## src/calib_mode_map.svh

```systemverilog
// Constants for the calibration-read, mode-set and impedance-calibration block.
// Assumes inclusion by bare name from the design files.
`ifndef CALIB_MODE_MAP_SVH
`define CALIB_MODE_MAP_SVH
// Command encodings {cs_b, ras_b, cas_b, we_b}
`define CMD_MRS 4'h0
`define CMD_READ 4'h5
`define CMD_WRITE 4'h4
`define CMD_ZQ 4'h6
// Mode register 3 fields
`define MR3_EN_BIT 2
`define MR3_MODE_HI 1
`define MR3_MODE_LO 0
`define MPR_MODE_CAL 2'h0
`define MR_SEL_MR0 3'h0
`define MR_SEL_MR1 3'h1
`define MR_SEL_MR2 3'h2
`define MR_SEL_MR3 3'h3
// Mode register 0 and 1 fields
`define MR0_BL_HI 1
`define MR0_BL_LO 0
`define MR0_CL_HI 6
`define MR0_CL_LO 4
`define MR1_AL_HI 4
`define MR1_AL_LO 3
`define BL_FIX8 2'h0
`define BL_OTF 2'h1
`define BL_FIX4 2'h2
// Address bits of meaning
`define ADDR_BC_BIT 12
`define ADDR_NIB_BIT 2
`define ADDR_AP_BIT 10
// Calibration pattern, beat 0 in the LSB
`define CAL_PATTERN 8'haa
// Reset value of mode registers
`define MR_RESET 14'h0000
// Impedance calibration durations in link clock cycles
`define ZQ_LONG_CK 16'h0200
`define ZQ_SHORT_CK 16'h0040
// Cycle count reserve for latency
`define CL_BASE 5'h04
`endif

```

## src/calib_mode_pkg.sv

```systemverilog
// Types for the calibration-read and mode-set block.
// Assumes the constants header is included where numbers are needed.
package calib_mode_pkg;
   typedef struct packed {
      logic cs_b;
      logic ras_b;
      logic cas_b;
      logic we_b;
      logic cke;
      logic [2:0] ba;
      logic [13:0] addr;
   } cmd_t;
   typedef enum logic [1:0] {ST_IDLE, ST_WAIT, ST_BURST} rd_state_t;
   typedef enum logic [1:0] {ZQ_OFF, ZQ_LONG, ZQ_SHORT} zq_state_t;
endpackage : calib_mode_pkg

```

## src/calib_mode_ctl.sv

```systemverilog
// Device-side logic: mode register set, pattern-register reads, impedance calibration.
// Assumes the link clock and command pins come from the controller's clock domain
// and are sampled here on mclk; one data beat is presented per link clock rising edge.
`timescale 1ns/1ps
`include "calib_mode_map.svh"
module calib_mode_ctl #(
   parameter int DQ_W = 16 // Data lines
) (
   input wire logic mclk, // 100 MHz system clock
   input wire logic rst_b, // Synchronous reset, active low
   input wire logic link_ck, // Link clock from controller
   input wire calib_mode_pkg::cmd_t cmd_in, // Command pins
   input wire logic all_lines, // High: pattern on all data lines
   output logic [DQ_W-1:0] dq_out, // Data out
   output logic [DQ_W-1:0] dq_oe_b, // Data output enable, low drives
   output logic mpr_on, // Pattern mode active
   output logic mpr_rfu, // Reserved pattern mode selected
   output logic zq_busy, // Impedance calibration running
   output logic zq_long, // Running calibration is the long one
   output logic [13:0] mr0_val, // Mode register 0
   output logic [13:0] mr1_val, // Mode register 1
   output logic [13:0] mr2_val, // Mode register 2
   output logic [13:0] mr3_val // Mode register 3
);
   initial begin
      if (DQ_W < 1 || DQ_W > 64) $error("DQ_W out of range");
   end

   typedef struct packed {
      logic [2:0] ck_sync;
      calib_mode_pkg::cmd_t cmd_s1;
      calib_mode_pkg::cmd_t cmd_s2;
      logic [13:0] mr0;
      logic [13:0] mr1;
      logic [13:0] mr2;
      logic [13:0] mr3;
      calib_mode_pkg::rd_state_t rd;
      logic [4:0] lat;
      logic [2:0] beat;
      logic [2:0] last;
      logic [DQ_W-1:0] dq;
      logic [DQ_W-1:0] oe_b;
      calib_mode_pkg::zq_state_t zq;
      logic [15:0] zq_cnt;
      logic al_s1; // Line-select pin, first sync stage
      logic al_s2; // Line-select pin, second sync stage
      logic rfu; // Reserved pattern mode flag
      logic busy; // Calibration running flag
      logic lng; // Long calibration flag
   } state_t;

   state_t s;
   state_t next_s;

   logic ck_rise;
   logic [3:0] cmd_code;
   logic [4:0] rl;
   logic bc4;
   logic [7:0] pat;

   // Decode on the synchronised copies; the first stage is read only by the second
   always_comb begin
      ck_rise = s.ck_sync[1] & ~s.ck_sync[2];
      cmd_code = {s.cmd_s2.cs_b, s.cmd_s2.ras_b, s.cmd_s2.cas_b, s.cmd_s2.we_b};
      // Read latency is AL plus CL; AL uses the CL-1/CL-2 encoding
      rl = 5'(s.mr0[`MR0_CL_HI:`MR0_CL_LO]) + `CL_BASE;
      case (s.mr1[`MR1_AL_HI:`MR1_AL_LO])
         2'h1: rl = rl + rl - 5'h01;
         2'h2: rl = rl + rl - 5'h02;
         default: rl = rl;
      endcase
      // Burst length by mode register or on the fly through A12
      case (s.mr0[`MR0_BL_HI:`MR0_BL_LO])
         `BL_FIX4: bc4 = 1'b1;
         `BL_OTF: bc4 = ~s.cmd_s2.addr[`ADDR_BC_BIT];
         default: bc4 = 1'b0;
      endcase
      pat = `CAL_PATTERN;
   end

   always_comb begin
      next_s = s;
      next_s.ck_sync = {s.ck_sync[1:0], link_ck};
      next_s.cmd_s1 = cmd_in;
      next_s.cmd_s2 = s.cmd_s1;
      // The line-select strap is a pin too, so it gets the same two stages
      next_s.al_s1 = all_lines;
      next_s.al_s2 = s.al_s1;
      if (ck_rise) begin
         // Commands are taken on link clock rising edges only
         if (cmd_code == `CMD_MRS && s.cmd_s2.cke) begin
            case (s.cmd_s2.ba)
               `MR_SEL_MR0: next_s.mr0 = s.cmd_s2.addr;
               `MR_SEL_MR1: next_s.mr1 = s.cmd_s2.addr;
               `MR_SEL_MR2: next_s.mr2 = s.cmd_s2.addr;
               `MR_SEL_MR3: next_s.mr3 = s.cmd_s2.addr;
               default: next_s.mr0 = s.mr0;
            endcase
         end
         // Pattern read: only A2 and A12 matter, the rest are ignored
         if (cmd_code == `CMD_READ && s.cmd_s2.cke && s.mr3[`MR3_EN_BIT]
               && s.mr3[`MR3_MODE_HI:`MR3_MODE_LO] == `MPR_MODE_CAL) begin
            next_s.rd = calib_mode_pkg::ST_WAIT;
            // Burst state is entered rl-1 edges after the command, one edge before the first beat is registered at rl edges
            next_s.lat = rl - 5'h02;
            next_s.beat = (bc4 && s.cmd_s2.addr[`ADDR_NIB_BIT]) ? 3'h4 : 3'h0;
            next_s.last = (bc4 && s.cmd_s2.addr[`ADDR_NIB_BIT]) ? 3'h7 :
               (bc4 ? 3'h3 : 3'h7);
         end
         if (cmd_code == `CMD_ZQ && s.cmd_s2.cke && s.zq == calib_mode_pkg::ZQ_OFF) begin
            // A10 high selects the long calibration
            next_s.zq = s.cmd_s2.addr[`ADDR_AP_BIT] ? calib_mode_pkg::ZQ_LONG
               : calib_mode_pkg::ZQ_SHORT;
            next_s.zq_cnt = s.cmd_s2.addr[`ADDR_AP_BIT] ? `ZQ_LONG_CK : `ZQ_SHORT_CK;
         end
      end
      // Read pipeline steps once per link clock rising edge
      if (ck_rise) begin
         case (s.rd)
            calib_mode_pkg::ST_IDLE: begin
               next_s.oe_b = '1;
               next_s.dq = '0;
            end
            calib_mode_pkg::ST_WAIT: begin
               if (s.lat == 5'h00 || next_s.lat == 5'h00) next_s.rd = calib_mode_pkg::ST_BURST;
               else next_s.lat = s.lat - 5'h01;
            end
            calib_mode_pkg::ST_BURST: begin
               // Beat index picks the pattern bit: beat 0 is the LSB
               next_s.dq = s.al_s2 ? {DQ_W{pat[s.beat]}}
                  : {{(DQ_W-1){1'b0}}, pat[s.beat]};
               next_s.oe_b = '0;
               if (s.beat == s.last) next_s.rd = calib_mode_pkg::ST_IDLE;
               else next_s.beat = s.beat + 3'h1;
            end
            default: next_s.rd = calib_mode_pkg::ST_IDLE;
         endcase
         // Calibration timer counts link cycles; the bus stays released meanwhile
         if (s.zq != calib_mode_pkg::ZQ_OFF) begin
            if (s.zq_cnt == 16'h0001) next_s.zq = calib_mode_pkg::ZQ_OFF;
            next_s.zq_cnt = s.zq_cnt - 16'h0001;
         end
      end
      // Release follows the next calibration state so flag and bus move together
      if (next_s.zq != calib_mode_pkg::ZQ_OFF) next_s.oe_b = '1;
      // Status flags registered so every output comes from a flop
      next_s.rfu = next_s.mr3[`MR3_EN_BIT]
         & (next_s.mr3[`MR3_MODE_HI:`MR3_MODE_LO] != `MPR_MODE_CAL);
      next_s.busy = (next_s.zq != calib_mode_pkg::ZQ_OFF);
      next_s.lng = (next_s.zq == calib_mode_pkg::ZQ_LONG);
   end

   always_ff @(posedge mclk) begin
      if (!rst_b) begin
         s <= '0;
         s.mr0 <= `MR_RESET;
         s.mr1 <= `MR_RESET;
         s.mr2 <= `MR_RESET;
         s.mr3 <= `MR_RESET;
         s.oe_b <= '1;
         s.rd <= calib_mode_pkg::ST_IDLE;
         s.zq <= calib_mode_pkg::ZQ_OFF;
      end else begin
         s <= next_s;
      end
   end

   // Outputs straight from the state flops
   assign dq_out = s.dq;
   assign dq_oe_b = s.oe_b;
   assign mpr_on = s.mr3[`MR3_EN_BIT];
   assign mpr_rfu = s.rfu;
   assign zq_busy = s.busy;
   assign zq_long = s.lng;
   assign mr0_val = s.mr0;
   assign mr1_val = s.mr1;
   assign mr2_val = s.mr2;
   assign mr3_val = s.mr3;

   property p_mrs_mr3;
      @(posedge mclk) disable iff (!rst_b)
      (ck_rise && cmd_code == `CMD_MRS && s.cmd_s2.cke && s.cmd_s2.ba == `MR_SEL_MR3)
      |=> (s.mr3 == $past(s.cmd_s2.addr));
   endproperty
   a_mrs_mr3: assert property (p_mrs_mr3) else $error("MR3 not loaded");

   property p_no_drive_off;
      @(posedge mclk) disable iff (!rst_b)
      (!s.mr3[`MR3_EN_BIT] && s.rd == calib_mode_pkg::ST_IDLE)
      |=> (s.rd == calib_mode_pkg::ST_IDLE);
   endproperty
   a_no_drive_off: assert property (p_no_drive_off) else $error("Unexpected");

   property p_zq_quiet;
      @(posedge mclk) disable iff (!rst_b)
      zq_busy |-> (dq_oe_b == '1);
   endproperty
   a_zq_quiet: assert property (p_zq_quiet) else $error("Bus driven in calibration");

   property p_prime_only;
      @(posedge mclk) disable iff (!rst_b)
      (!s.al_s2 && dq_oe_b == '0 && DQ_W > 1) |-> (dq_out[DQ_W-1:1] == '0);
   endproperty
   a_prime_only: assert property (p_prime_only) else $error("Upper lines not low");

   property p_rfu_no_read;
      @(posedge mclk) disable iff (!rst_b)
      (mpr_rfu && s.rd == calib_mode_pkg::ST_IDLE) |=> (s.rd == calib_mode_pkg::ST_IDLE);
   endproperty
   a_rfu_no_read: assert property (p_rfu_no_read) else $error("Read in reserved mode");

   property p_bc4_hi;
      @(posedge mclk) disable iff (!rst_b)
      (ck_rise && s.rd == calib_mode_pkg::ST_BURST && s.beat >= 3'h4) |=>
         (s.beat >= 3'h4 || s.rd != calib_mode_pkg::ST_BURST);
   endproperty
   a_bc4_hi: assert property (p_bc4_hi) else $error("Nibble order broken");

   property p_pattern;
      @(posedge mclk) disable iff (!rst_b)
      (ck_rise && s.rd == calib_mode_pkg::ST_BURST) |=> (dq_out[0] == $past(s.beat[0]));
   endproperty
   a_pattern: assert property (p_pattern) else $error("Pattern bit wrong");

   property p_zq_end;
      @(posedge mclk) disable iff (!rst_b)
      (ck_rise && zq_busy && s.zq_cnt == 16'h0001) |=> !zq_busy;
   endproperty
   a_zq_end: assert property (p_zq_end) else $error("Calibration did not end");

   // A pattern read in calibration mode starts the latency wait when the read pipeline is idle
   property p_rd_take;
      @(posedge mclk) disable iff (!rst_b)
      (ck_rise && cmd_code == `CMD_READ && s.cmd_s2.cke && s.mr3[`MR3_EN_BIT]
         && s.mr3[`MR3_MODE_HI:`MR3_MODE_LO] == `MPR_MODE_CAL)
      |=> (s.rd == calib_mode_pkg::ST_WAIT && s.lat == $past(rl) - 5'h02);
   endproperty
   a_rd_take: assert property (p_rd_take) else $error("Pattern read not started");

   // Reads with pattern mode off never reach the pattern path
   property p_rd_ignore;
      @(posedge mclk) disable iff (!rst_b)
      (ck_rise && cmd_code == `CMD_READ && !s.mr3[`MR3_EN_BIT]
         && s.rd == calib_mode_pkg::ST_IDLE) |=> (s.rd == calib_mode_pkg::ST_IDLE);
   endproperty
   a_rd_ignore: assert property (p_rd_ignore) else $error("Array read served pattern");

   // Chop read with A2 high covers the upper nibble only
   property p_nib_hi;
      @(posedge mclk) disable iff (!rst_b)
      (ck_rise && cmd_code == `CMD_READ && s.cmd_s2.cke && s.mr3[`MR3_EN_BIT]
         && s.mr3[`MR3_MODE_HI:`MR3_MODE_LO] == `MPR_MODE_CAL && bc4
         && s.cmd_s2.addr[`ADDR_NIB_BIT]) |=> (s.beat == 3'h4 && s.last == 3'h7);
   endproperty
   a_nib_hi: assert property (p_nib_hi) else $error("Upper nibble bounds wrong");

   // Chop read with A2 low covers the lower nibble only
   property p_nib_lo;
      @(posedge mclk) disable iff (!rst_b)
      (ck_rise && cmd_code == `CMD_READ && s.cmd_s2.cke && s.mr3[`MR3_EN_BIT]
         && s.mr3[`MR3_MODE_HI:`MR3_MODE_LO] == `MPR_MODE_CAL && bc4
         && !s.cmd_s2.addr[`ADDR_NIB_BIT]) |=> (s.beat == 3'h0 && s.last == 3'h3);
   endproperty
   a_nib_lo: assert property (p_nib_lo) else $error("Lower nibble bounds wrong");

   // Eight-beat read issued from the idle state runs beats zero to seven
   property p_full_burst;
      @(posedge mclk) disable iff (!rst_b)
      (ck_rise && cmd_code == `CMD_READ && s.cmd_s2.cke && s.mr3[`MR3_EN_BIT]
         && s.mr3[`MR3_MODE_HI:`MR3_MODE_LO] == `MPR_MODE_CAL && !bc4)
      |=> (s.beat == 3'h0 && s.last == 3'h7);
   endproperty
   a_full_burst: assert property (p_full_burst) else $error("Eight-beat bounds wrong");

   // Every burst edge drives the bus unless calibration holds it released
   property p_burst_drive;
      @(posedge mclk) disable iff (!rst_b)
      (ck_rise && s.rd == calib_mode_pkg::ST_BURST && !zq_busy
         && !(cmd_code == `CMD_ZQ && s.cmd_s2.cke)) |=> (dq_oe_b == '0);
   endproperty
   a_burst_drive: assert property (p_burst_drive) else $error("Beat not driven");

   // Idle link edges leave the data bus released
   property p_idle_release;
      @(posedge mclk) disable iff (!rst_b)
      (ck_rise && s.rd == calib_mode_pkg::ST_IDLE) |=> (dq_oe_b == '1);
   endproperty
   a_idle_release: assert property (p_idle_release) else $error("Bus driven when idle");

   // Calibration command picks its kind from A10 when the timer is free
   property p_zq_start;
      @(posedge mclk) disable iff (!rst_b)
      (ck_rise && cmd_code == `CMD_ZQ && s.cmd_s2.cke && !zq_busy)
      |=> (zq_busy && zq_long == $past(s.cmd_s2.addr[`ADDR_AP_BIT]));
   endproperty
   a_zq_start: assert property (p_zq_start) else $error("Calibration not started");
endmodule : calib_mode_ctl

```

## config.mk

```make
export PLATFORM = sky130hd
export DESIGN_NAME = calib_mode_ctl
export DESIGN_NICKNAME = d
export VERILOG_FILES = /design/src/calib_mode_pkg.sv /design/src/calib_mode_ctl.sv
export VERILOG_INCLUDE_DIRS = /design/src /design/src/src
export SDC_FILE = /design/constraint.sdc
export NUM_CORES = 1
export LEC_CHECK = 0
export ABC_AREA = 1
export BUFFER_PORTS_ARGS = -buffer_cell sky130_fd_sc_hd__buf_2
export CAP_MARGIN = 15
export CORE_ASPECT_RATIO = 1.1
export CORE_MARGIN = 2
export CORE_UTILIZATION = 45
export CTS_CLUSTER_SIZE = 14
export DETAILED_ROUTE_END_ITERATION = 12
export GPL_TIMING_DRIVEN = 0
export PLACE_DENSITY = 0.69
export SYNTH_ARGS = -nofsm -noshare
export SYNTH_HDL_FRONTEND = slang
export SYNTH_SLANG_ARGS = --single-unit
export TNS_END_PERCENT = 50
```

## constraint.sdc

```tcl
create_clock -name mclk -period 2 [get_ports mclk]
set_input_delay 0.3 -clock mclk [delete_from_list [all_inputs] [get_ports mclk]]
set_output_delay 0.3 -clock mclk [all_outputs]
set_load 0.02 [all_outputs]
```

* Word-level counts from Yosys, hierarchy flattened *
Memory sizes are Yosys's and may differ from the RTL's. A register that Yosys moved wholly into a read port is not among the register bits.
Index checks and enable logic that the tools add are counted.
W data, S select, Z words.

word-level totals
  bits in registers = 171
  ROM bits = 8
  input bits = 26
  memories kept = 1

memories
  memory           words  bits a word  read ports  clocked after Yosys merged registers in  wr ports  line                   RTL
  (no name shown)  8      1            1           1                                        0         calib_mode_ctl.sv:131  : {{(DQ_W-1){1'b0}}, pat[s.beat]};

operators by class
  add/subtract/negate cells = 8
  magnitude comparators = 1
  equality and inequality tests = 14
  multiplexer cells = 28
  bitwise operators = 5
  reduce and logical (&&, ||, !) cells = 26

operators by type and width
  kind                     number
  $mux W18                 4
  $pmux W32 S2             1
  $mux W16                 2
  $mux W3                  8
  $mux W10                 2
  $eq A16 B1 Y1 const B    1
  $sub A16 B1 Y16 const B  1
  $mux W13                 1
  $reduce_and A3 Y1        4
  $logic_not A5 Y1         2
  $mux W5                  2
  $pmux W5 S2              1
  $sub A5 B1 Y5 const B    2
  $sub A5 B2 Y5 const B    2
  $eq A2 B1 Y1 const B     4
  $eq A4 B3 Y1 const B     2
  $mux W2                  4
  $reduce_bool A2 Y1       4
  $logic_and A1 B1 Y1      7
  $eq A2 B2 Y1 const B     3
  $eq A3 B2 Y1 const B     2
  $logic_not A2 Y1         3
  $pmux W2 S3              1
  $add A4 B4 Y5            1
  14 further kinds         18

* Longest topological paths before layout *
Gate-level depths: netlist of run 1.

  depth in word-level cells = 13
  gate-level depth with buffers = 17
  mapped depth without buffers = 16

* Worst setup path before layout of run 1 *
Ideal clock, no wire load.

  path type = reg2reg
  start = register s, in the netlist mr1_val[3]
  end = register s[61] in the netlist's numbering
  library setup time = 0.115 ns
  data arrival time = 2.020 ns
  data required time = 1.885 ns
  setup slack = -0.135 ns
  cell stages (with the launch flop) = 14
  buffers on the path = 1
  cells stage by stage = dfxtp_1 -> inv_1 -> ha_1 -> buf_6 -> nor2_2 -> nand2_1 -> nand2_2 -> ha_1 -> o21ai_2 -> nor2_2 -> nand3_2 -> nand4_2 -> nor2_1 -> nor2_2

on the way
  cells in the longest elaborated chain, start to end = 10
  elaborated cells between the ends (all ways) = 11
  those cells by class = 1 x add/sub; 2 x eq/ne; 6 x mux; 2 x reduce/logical

ends and longest elaborated chain
  element                                              line                   RTL
  from (decl)                                          calib_mode_ctl.sv:52   state_t s;
  from (signal assigned)                               calib_mode_ctl.sv:164  s <= next_s;
  $eq A2 B2 Y1 / $eq A2 B1 Y1 (equally long branches)  calib_mode_ctl.sv:67   case (s.mr1[`MR1_AL_HI:`MR1_AL_LO])
  $pmux W5 S2 (*)                                      calib_mode_ctl.sv:67
  $sub A5 B2 Y5 (*)                                    calib_mode_ctl.sv:105  next_s.lat = rl - 5'h02;
  $mux W13 (*)                                         calib_mode_ctl.sv:101  if (cmd_code == `CMD_READ && s.cmd_s2.cke && s.mr3[`MR3_EN_BIT]
  $mux W16 (*)                                         calib_mode_ctl.sv:89   if (ck_rise) begin
  $logic_not A5 Y1                                     calib_mode_ctl.sv:125  if (s.lat == 5'h00 || next_s.lat == 5'h00) next_s.rd = calib_mode_pkg::ST_BURST;
  $logic_or A1 B1 Y1                                   calib_mode_ctl.sv:125
  $mux W5                                              calib_mode_ctl.sv:125
  $mux W5                                              calib_mode_ctl.sv:119  case (s.rd)
  $mux W10 (*)                                         calib_mode_ctl.sv:118  if (ck_rise) begin

Mark *: on every way between the ends. The rest lies on a longest branch, timed or not.
A chain may end at the register's enable or synchronous reset.

* Worst setup path after layout of run 1 *
  start = register s, in the netlist mr1_val[3]
  end = register s[67] in the netlist's numbering

on the way
  cells in the longest elaborated chain, start to end = 10
  elaborated cells between the ends (all ways) = 11
  those cells by class = 1 x add/sub; 2 x eq/ne; 6 x mux; 2 x reduce/logical

ends and longest elaborated chain
  element                                              line
  $eq A2 B2 Y1 / $eq A2 B1 Y1 (equally long branches)  calib_mode_ctl.sv:67
  $pmux W5 S2 (*)                                      calib_mode_ctl.sv:67
  $sub A5 B2 Y5 (*)                                    calib_mode_ctl.sv:105
  $mux W13 (*)                                         calib_mode_ctl.sv:101
  $mux W16 (*)                                         calib_mode_ctl.sv:89
  $logic_not A5 Y1 (*)                                 calib_mode_ctl.sv:125
  $logic_or A1 B1 Y1 (*)                               calib_mode_ctl.sv:125
  $mux W2 (*)                                          calib_mode_ctl.sv:125
  $pmux W2 S3 (*)                                      calib_mode_ctl.sv:119
  $mux W10 (*)                                         calib_mode_ctl.sv:118

Marks and branches as above.

==> results.json, run 1 <==
{
  "status": "finished, final reports clean",
  "core_area_sq_um": 13800,
  "power_frac_comb_pct": 3.8,
  "fin_tns_setup_ns": 0,
  "end_kind": "flop",
  "drtIter0Drc": 306,
  "irDropWorstVdd_v": 0.000691,
  "cts_root_buf": "clkbuf_16",
  "area_delta_synth_final_pct": 26.0,
  "place_inst": 1127,
  "crit_path_start": "mr1_val[3]",
  "grt_max_degree": 18,
  "total_power_mw": 6.42,
  "final_common_cell": "inv_1",
  "seqPwrFrac_pct": 45.1,
  "required_ns": 2.35,
  "swShare_pct": 21.0,
  "timing.slew.headroom_pct": 60.8,
  "vias": 5245,
  "drive_gt1_share_pct": 31.5,
  "mostFrequentLayoutCells": "139 x inv_1, 137 x dfxtp_1, 127 x buf_2",
  "setup_violations": 0,
  "mappedNetlistArea_sq_um": 6330,
  "dieArea_sq_um": 15000,
  "ys_ff_latch": 141,
  "dpl_worst_slack_ns": -0.166,
  "timing.critical_path.to": "s[67]",
  "rows": 45,
  "diodes": 0,
  "io_pins": 118,
  "num-nets-final": 1004,
  "p_leak_nw": 4.12,
  "final_util_pct": 57.8,
  "final_cells": 1167,
  "ys_warn_count": 0,
  "worstSetupPathType": "reg -> reg",
  "skew_ns": 0.00785,
  "cts_tree": "yes",
  "rsz0062_at_grt": "yes",
  "grt-ovfl-total": 0,
  "dpl_cell_area_sq_um": 7190,
  "fin_ws_ns": 0.0168,
  "die-width_um": 117,
  "chipHeight_um": 128,
  "clk_pin_slew_worst_paths_ns": 0.06,
  "wirelength_um": 13800,
  "gp_congestion": 0.835,
  "postSynthCellCount": 822,
  "clkPwrFrac_pct": 51.1,
  "route.detailed.drc": 0,
  "fmax_mhz": 504,
  "p_int_mw": 5.07,
  "grt_pass1_wl_um": 22100,
  "numClockSinks": 141,
  "design_area_sq_um": 7980,
  "ys_seq_area_share_pct": 44.6,
  "holdWs_ns": 0.0562,
  "final-hold-violation-count": 0,
  "grt_pass1_vias": 4700,
  "avgSynthCellArea_sq_um": 7.70,
  "reg2reg_depth": 15,
  "yosys-top-cells-area": "dfxtp_1 45%, buf_4 10%, inv_1 8.3%, nand2_1 6.9%, a21oi_1 4.9%",
  "drt-pass1-iter-count": 5,
  "synth_top_area_cell": "dfxtp_1",
  "start_util_pct": 45.9,
  "drv_slew": 0,
  "synth_cell_types": 44,
  "critPathLaunchType": "flop",
  "worstMarginPinSlew_ns": 0.589,
  "hold_path_class": "in -> reg",
  "finalCriticalPeriod_ns": 1.98,
  "timing.final.crit_share_pct": 99.2,
  "r2r_slack_ns": 0.02,
  "netlist.area_leader.share_pct": 44.6,
  "cts_made_buffers": 17,
  "maxCapViolations": 0,
  "synth_fp_nets": 860,
  "htree_num_levels": 4,
  "clkLatencyLatePin_ns": 0.42,
  "routedWlPerCell_um": 11.8,
  "track_usage_pct": 19.1,
  "p_sw_mw": 1.35,
  "portBuffers": 117,
  "r2r_start": "mr1_val[3]",
  "routed_via_density": 4.49,
  "ant_nets": 0,
  "reg2reg_to": "s[67]",
  "antenna_found_initial": 0,
  "dp_hpwl_um": 9870,
  "arrival_ns": 2.33,
  "power.density_nw_per_um2": 805,
  "crit_path_max_fanout": 5,
  "fillCellCount": 1276,
  "clk_path_buf_depth": 2
}
[sequential cells by signal, indices dropped and copies added, names as in the netlist]
name      count
mr1_val      14
next_s       25
dq_oe_b       1
mr2_val      14
dq_out        2
zq_long       1
mpr_rfu       1
mr3_val      14
mr0_val      14
cmd_code      4
zq_busy       1
s            50
[worst min path at each step]
stage                      startpoint          end  slack, ns  depth (start not counted)
after floorplan           next_s[142]  cmd_code[0]       0.39                          2
after global placement      next_s[3]         s[3]       0.40                          2
after detailed placement  next_s[140]       s[140]       0.40                          2
after CTS                  cmd_in[14]  next_s[138]       0.04                          3
after global routing       cmd_in[16]  next_s[140]       0.05                          3
final                      cmd_in[16]  next_s[140]       0.06                          3
[critical path: stages, from the launching register on]
cell and delay, ns:
dfxtp_2 0.33, inv_2 0.05, ha_4 0.27, buf_8 0.13, nand2_4 0.06, o21ai_4 0.06, nand2_4 0.09, ha_4 0.28
o21ai_4 0.06, nor2_4 0.10, nand3_4 0.12, nand2_1 0.08, nand2_1 0.05, nand2_1 0.07, nand2_1 0.06, a21oi_2 0.11
[synth_stat cells, drive strengths merged]
cell and instances:
o21bai 1, nor3 8, nand3b 2, nand4 7
a21o 1, nor2 81, buf 99, a221oi 1
a31oi 3, inv 147, nand2 119, nor4 2
xor2 5, a21oi 64, a211oi 2, xnor2 1
nand3 29, clkinv 1, a41oi 1, a311oi 2
o211ai 2, o31ai 1, nor4b 1, clkbuf 14
ha 12, o21ai 71, dfxtp 141, o21a 4
[area by class of cell]
class                      count  area (sq um)  area share (%)
multi-input combinational    421          2310            29.0
timing repair buffer         124           636            7.97
clock buffer                  22           454            5.69
inverter                     148           557            6.98
clock inverter                10           164            2.05
tap                          188           235            2.95
sequential                   141          2830            35.5
buffer                       113           788            9.88
[metal layers]
| layer | share of wire (%) | wire (um) | GRT usage, % |
|---|---|---|---|
| met1 | 45 | 6260 | 23.9 |
| met2 | 49 | 6720 | 31.4 |
| met3 | 4.4 | 602 | 5.09 |
| met4 | 1.5 | 208 | 7.34 |
| met5 | 0 | 0 | 0 |
[kinds of logic (layout without fill, tap and decap cells)]
| logic type | count (synthesis) | in the layout | share of synthesized area [%] |
|---|---|---|---|
| flops | 141 | 141 | 44.6 |
| fa+ha+maj | 12 | 12 | 2.37 |
| compound gates | 153 | 153 | 13.1 |
| buf+inv | 261 | 417 | 21.2 |
| simple gates | 249 | 250 | 18.0 |
| xor+xnor | 6 | 6 | 0.830 |
[repair_timing]
action / 4_1_cts / 5_1_grt
cloned: 2 / 0
buffers inserted: 5 / 1
hold buffers: 0 / 0
hold endpoints to repair: 0 / 0
endpoints found under the setup margin: 7 / 9
resized for setup: 22 / 3
pin swaps: 13 / 3
[power groups by stage]
stage	clock, mW	sequential [mW]	combinational, mW
floorplan	0	2.94	0.164
global placement	0	2.96	0.239
detailed placement	0	2.96	0.240
CTS	3.33	2.90	0.245
global route	3.44	2.90	0.272
finish	3.28	2.90	0.242
(Power assumes the default switching activity.)
==> run 2: changes to the inputs <==
- CORE_UTILIZATION: 45 -> 40
- GPL_TIMING_DRIVEN: 0 -> 1
- PLACE_DENSITY: 0.69 -> unset
==> run 2 against run 1 <==
Against the previous run:
- worst hold slack about the same
- flip-flop and latch count unchanged
- via count decreased by 9.1%
- design area shrank 7.5%
- die area is 12% higher
- clock power grew 6%
- non-clock buffer count decreased by 95
- power grew 2.5%
- routed wire length is 6.9% lower
- critical path type unchanged
- largest cell class unchanged
==> results.json, run 2 (synthesized netlist as in run 1, its figures left out) <==
{
  "fillCellCount": 1574,
  "end_kind": "flop",
  "die-width_um": 124,
  "routed_via_density": 4.40,
  "cts_root_buf": "clkbuf_16",
  "arrival_ns": 2.28,
  "finalCriticalPeriod_ns": 1.96,
  "core_area_sq_um": 15600,
  "rsz0062_at_grt": "yes",
  "mostFrequentLayoutCells": "138 x inv_1, 138 x dfxtp_1, 116 x buf_2",
  "reg2reg_depth": 12,
  "largest_register_ffs": 50,
  "chipHeight_um": 136,
  "holdBufCountCts": 0,
  "holdWs_ns": 0.0562,
  "reg2reg_to": "s[63]",
  "gp_congestion": 0.810,
  "track_usage_pct": 16.1,
  "dieArea_sq_um": 16900,
  "io_pins": 118,
  "power.density_nw_per_um2": 892,
  "start_util_pct": 40.6,
  "grt_pass1_wl_um": 20900,
  "drive_gt1_share_pct": 26.5,
  "crit_path_start": "mr1_val[3]",
  "grt_max_degree": 107,
  "rows": 48,
  "hold_start": "cmd_in[19]",
  "r2r_slack_ns": 0.04,
  "portBuffers": 117,
  "worst_path_largest_cell_delay_ns": 0.32,
  "numClockSinks": 141,
  "routedWlPerCell_um": 11.8,
  "route.detailed.drc": 0,
  "crit_top_cell": "nor2_2",
  "worstSetupPathDepth": 12,
  "critPathLaunchType": "flop",
  "maxCapViolations": 0,
  "diodes": 0,
  "timing.slew.headroom_pct": 68.0,
  "multi_input_area_sq_um": 2300,
  "status": "finished, final reports clean",
  "clk_path_buf_depth": 2,
  "worstSetupPathType": "reg -> reg",
  "drv_slew": 0,
  "worstMarginPinSlew_ns": 0.478,
  "ant_nets": 0,
  "clk_pin_slew_worst_paths_ns": 0.06,
  "critical_path.slowest_cell": "dfxtp_2",
  "area_delta_synth_final_pct": 16.5,
  "fmax_mhz": 511,
  "whs_path_depth": 3,
  "drt-pass1-iter-count": 4,
  "crit_chain": "buf_4 > ha_4 > nor2_2 > nor2_2 > o21ai_2 > ha_4 > o21ai_4 > nor2_2 > nand3_4 > nand4_4 > nor2_2 > nor2_2",
  "path_buf_inv": 1,
  "dp_hpwl_um": 9090,
  "required_ns": 2.32,
  "irDropWorstVdd_v": 0.000642,
  "r2r_start": "mr1_val[3]",
  "crit_path_max_fanout": 5,
  "num-nets-final": 909,
  "seq_area_sq_um": 2830,
  "grt-ovfl-total": 0,
  "final-hold-violation-count": 0,
  "worstHoldEndpoint": "next_s[143]",
  "skew_ns": 0.00884,
  "htree_num_levels": 4,
  "setup_violations": 0,
  "clkLatencyLatePin_ns": 0.42,
  "grt_pass1_vias": 4262,
  "vias": 4767,
  "total_power_mw": 6.58,
  "timing.final.crit_share_pct": 97.9,
  "drtIter0Drc": 355,
  "cts_made_buffers": 17,
  "largest-register": "s",
  "wirelength_um": 12800,
  "antenna_found_initial": 0,
  "cpLargestDelayFamily": "simple AND/OR/NAND/NOR gates",
  "p_leak_nw": 3.69,
  "cts_tree": "yes",
  "hold_path_class": "in -> reg"
}
run 2: cell types whose count changed in the layout (fill, tap and decap cells not counted), sizes merged:
cell,delta
buf,-81
bufinv,+1
clkbuf,-19
clkinv,-2
clkinvlp,+1
inv,+5
run 2: how the worst max path moves through the flow:
stage / endpoint
2_1_floorplan: s[61]
3_3_place_gp: s[61]
3_5_place_dp: s[63]
4_1_cts: s[67]
5_1_grt: s[67]
6_report: s[63]
run 2: cell type report:
type                       instances  share of cell area (%)
clock buffer                      17                    5.76
clock inverter                    15                    3.14
inverter                         148                    7.54
multi-input combinational        421                    31.1
sequential                       141                    38.3
tap                              200                    3.39
timing repair buffer             142                    10.7
run 2: layer usage:
| layer | global-route usage (%) | share of wire (%) | wire length, um |
|---|---|---|---|
| met5 | 0 | 0 | 0 |
| met4 | 6.37 | 1.5 | 187 |
| met2 | 23.9 | 45 | 5760 |
| met3 | 4.95 | 4.7 | 603 |
| met1 | 21.9 | 49 | 6290 |
run 2: power breakdown:
part           switching, mW  internal (mW)
combinational          0.138         0.0771
sequential            0.0351           2.86
clock                   1.24           2.23
total                   1.41           5.17
run 2: tightest hold or removal path, stage by stage:
cell and delay [ns]:
buf_2 0.07, nand2_1 0.04, inv_1 0.04
run 2: timing repair:
item                                    4_1_cts  5_1_grt
pin swaps                                     0       13
endpoints found under the setup margin        7        8
gates resized for setup                       6       18
endpoints found under the hold margin         0        0
buffers inserted                              0        2
cloned                                        1        0
run 2: stage by stage:
step                utilization (%)  cell area (sq um)  instances  setup TNS (ns)  setup WS [ns]
global route                   47.3               7380       1084          -0.331        -0.0716
finish                         47.3               7380       1084               0         0.0423
CTS                            46.8               7310       1082               0         0.0193
global placement               42.3               6600       1049         -0.0934        -0.0364
floorplan                         -               6360        822               0         0.0119
detailed placement             42.3               6600       1049          -0.353        -0.0806
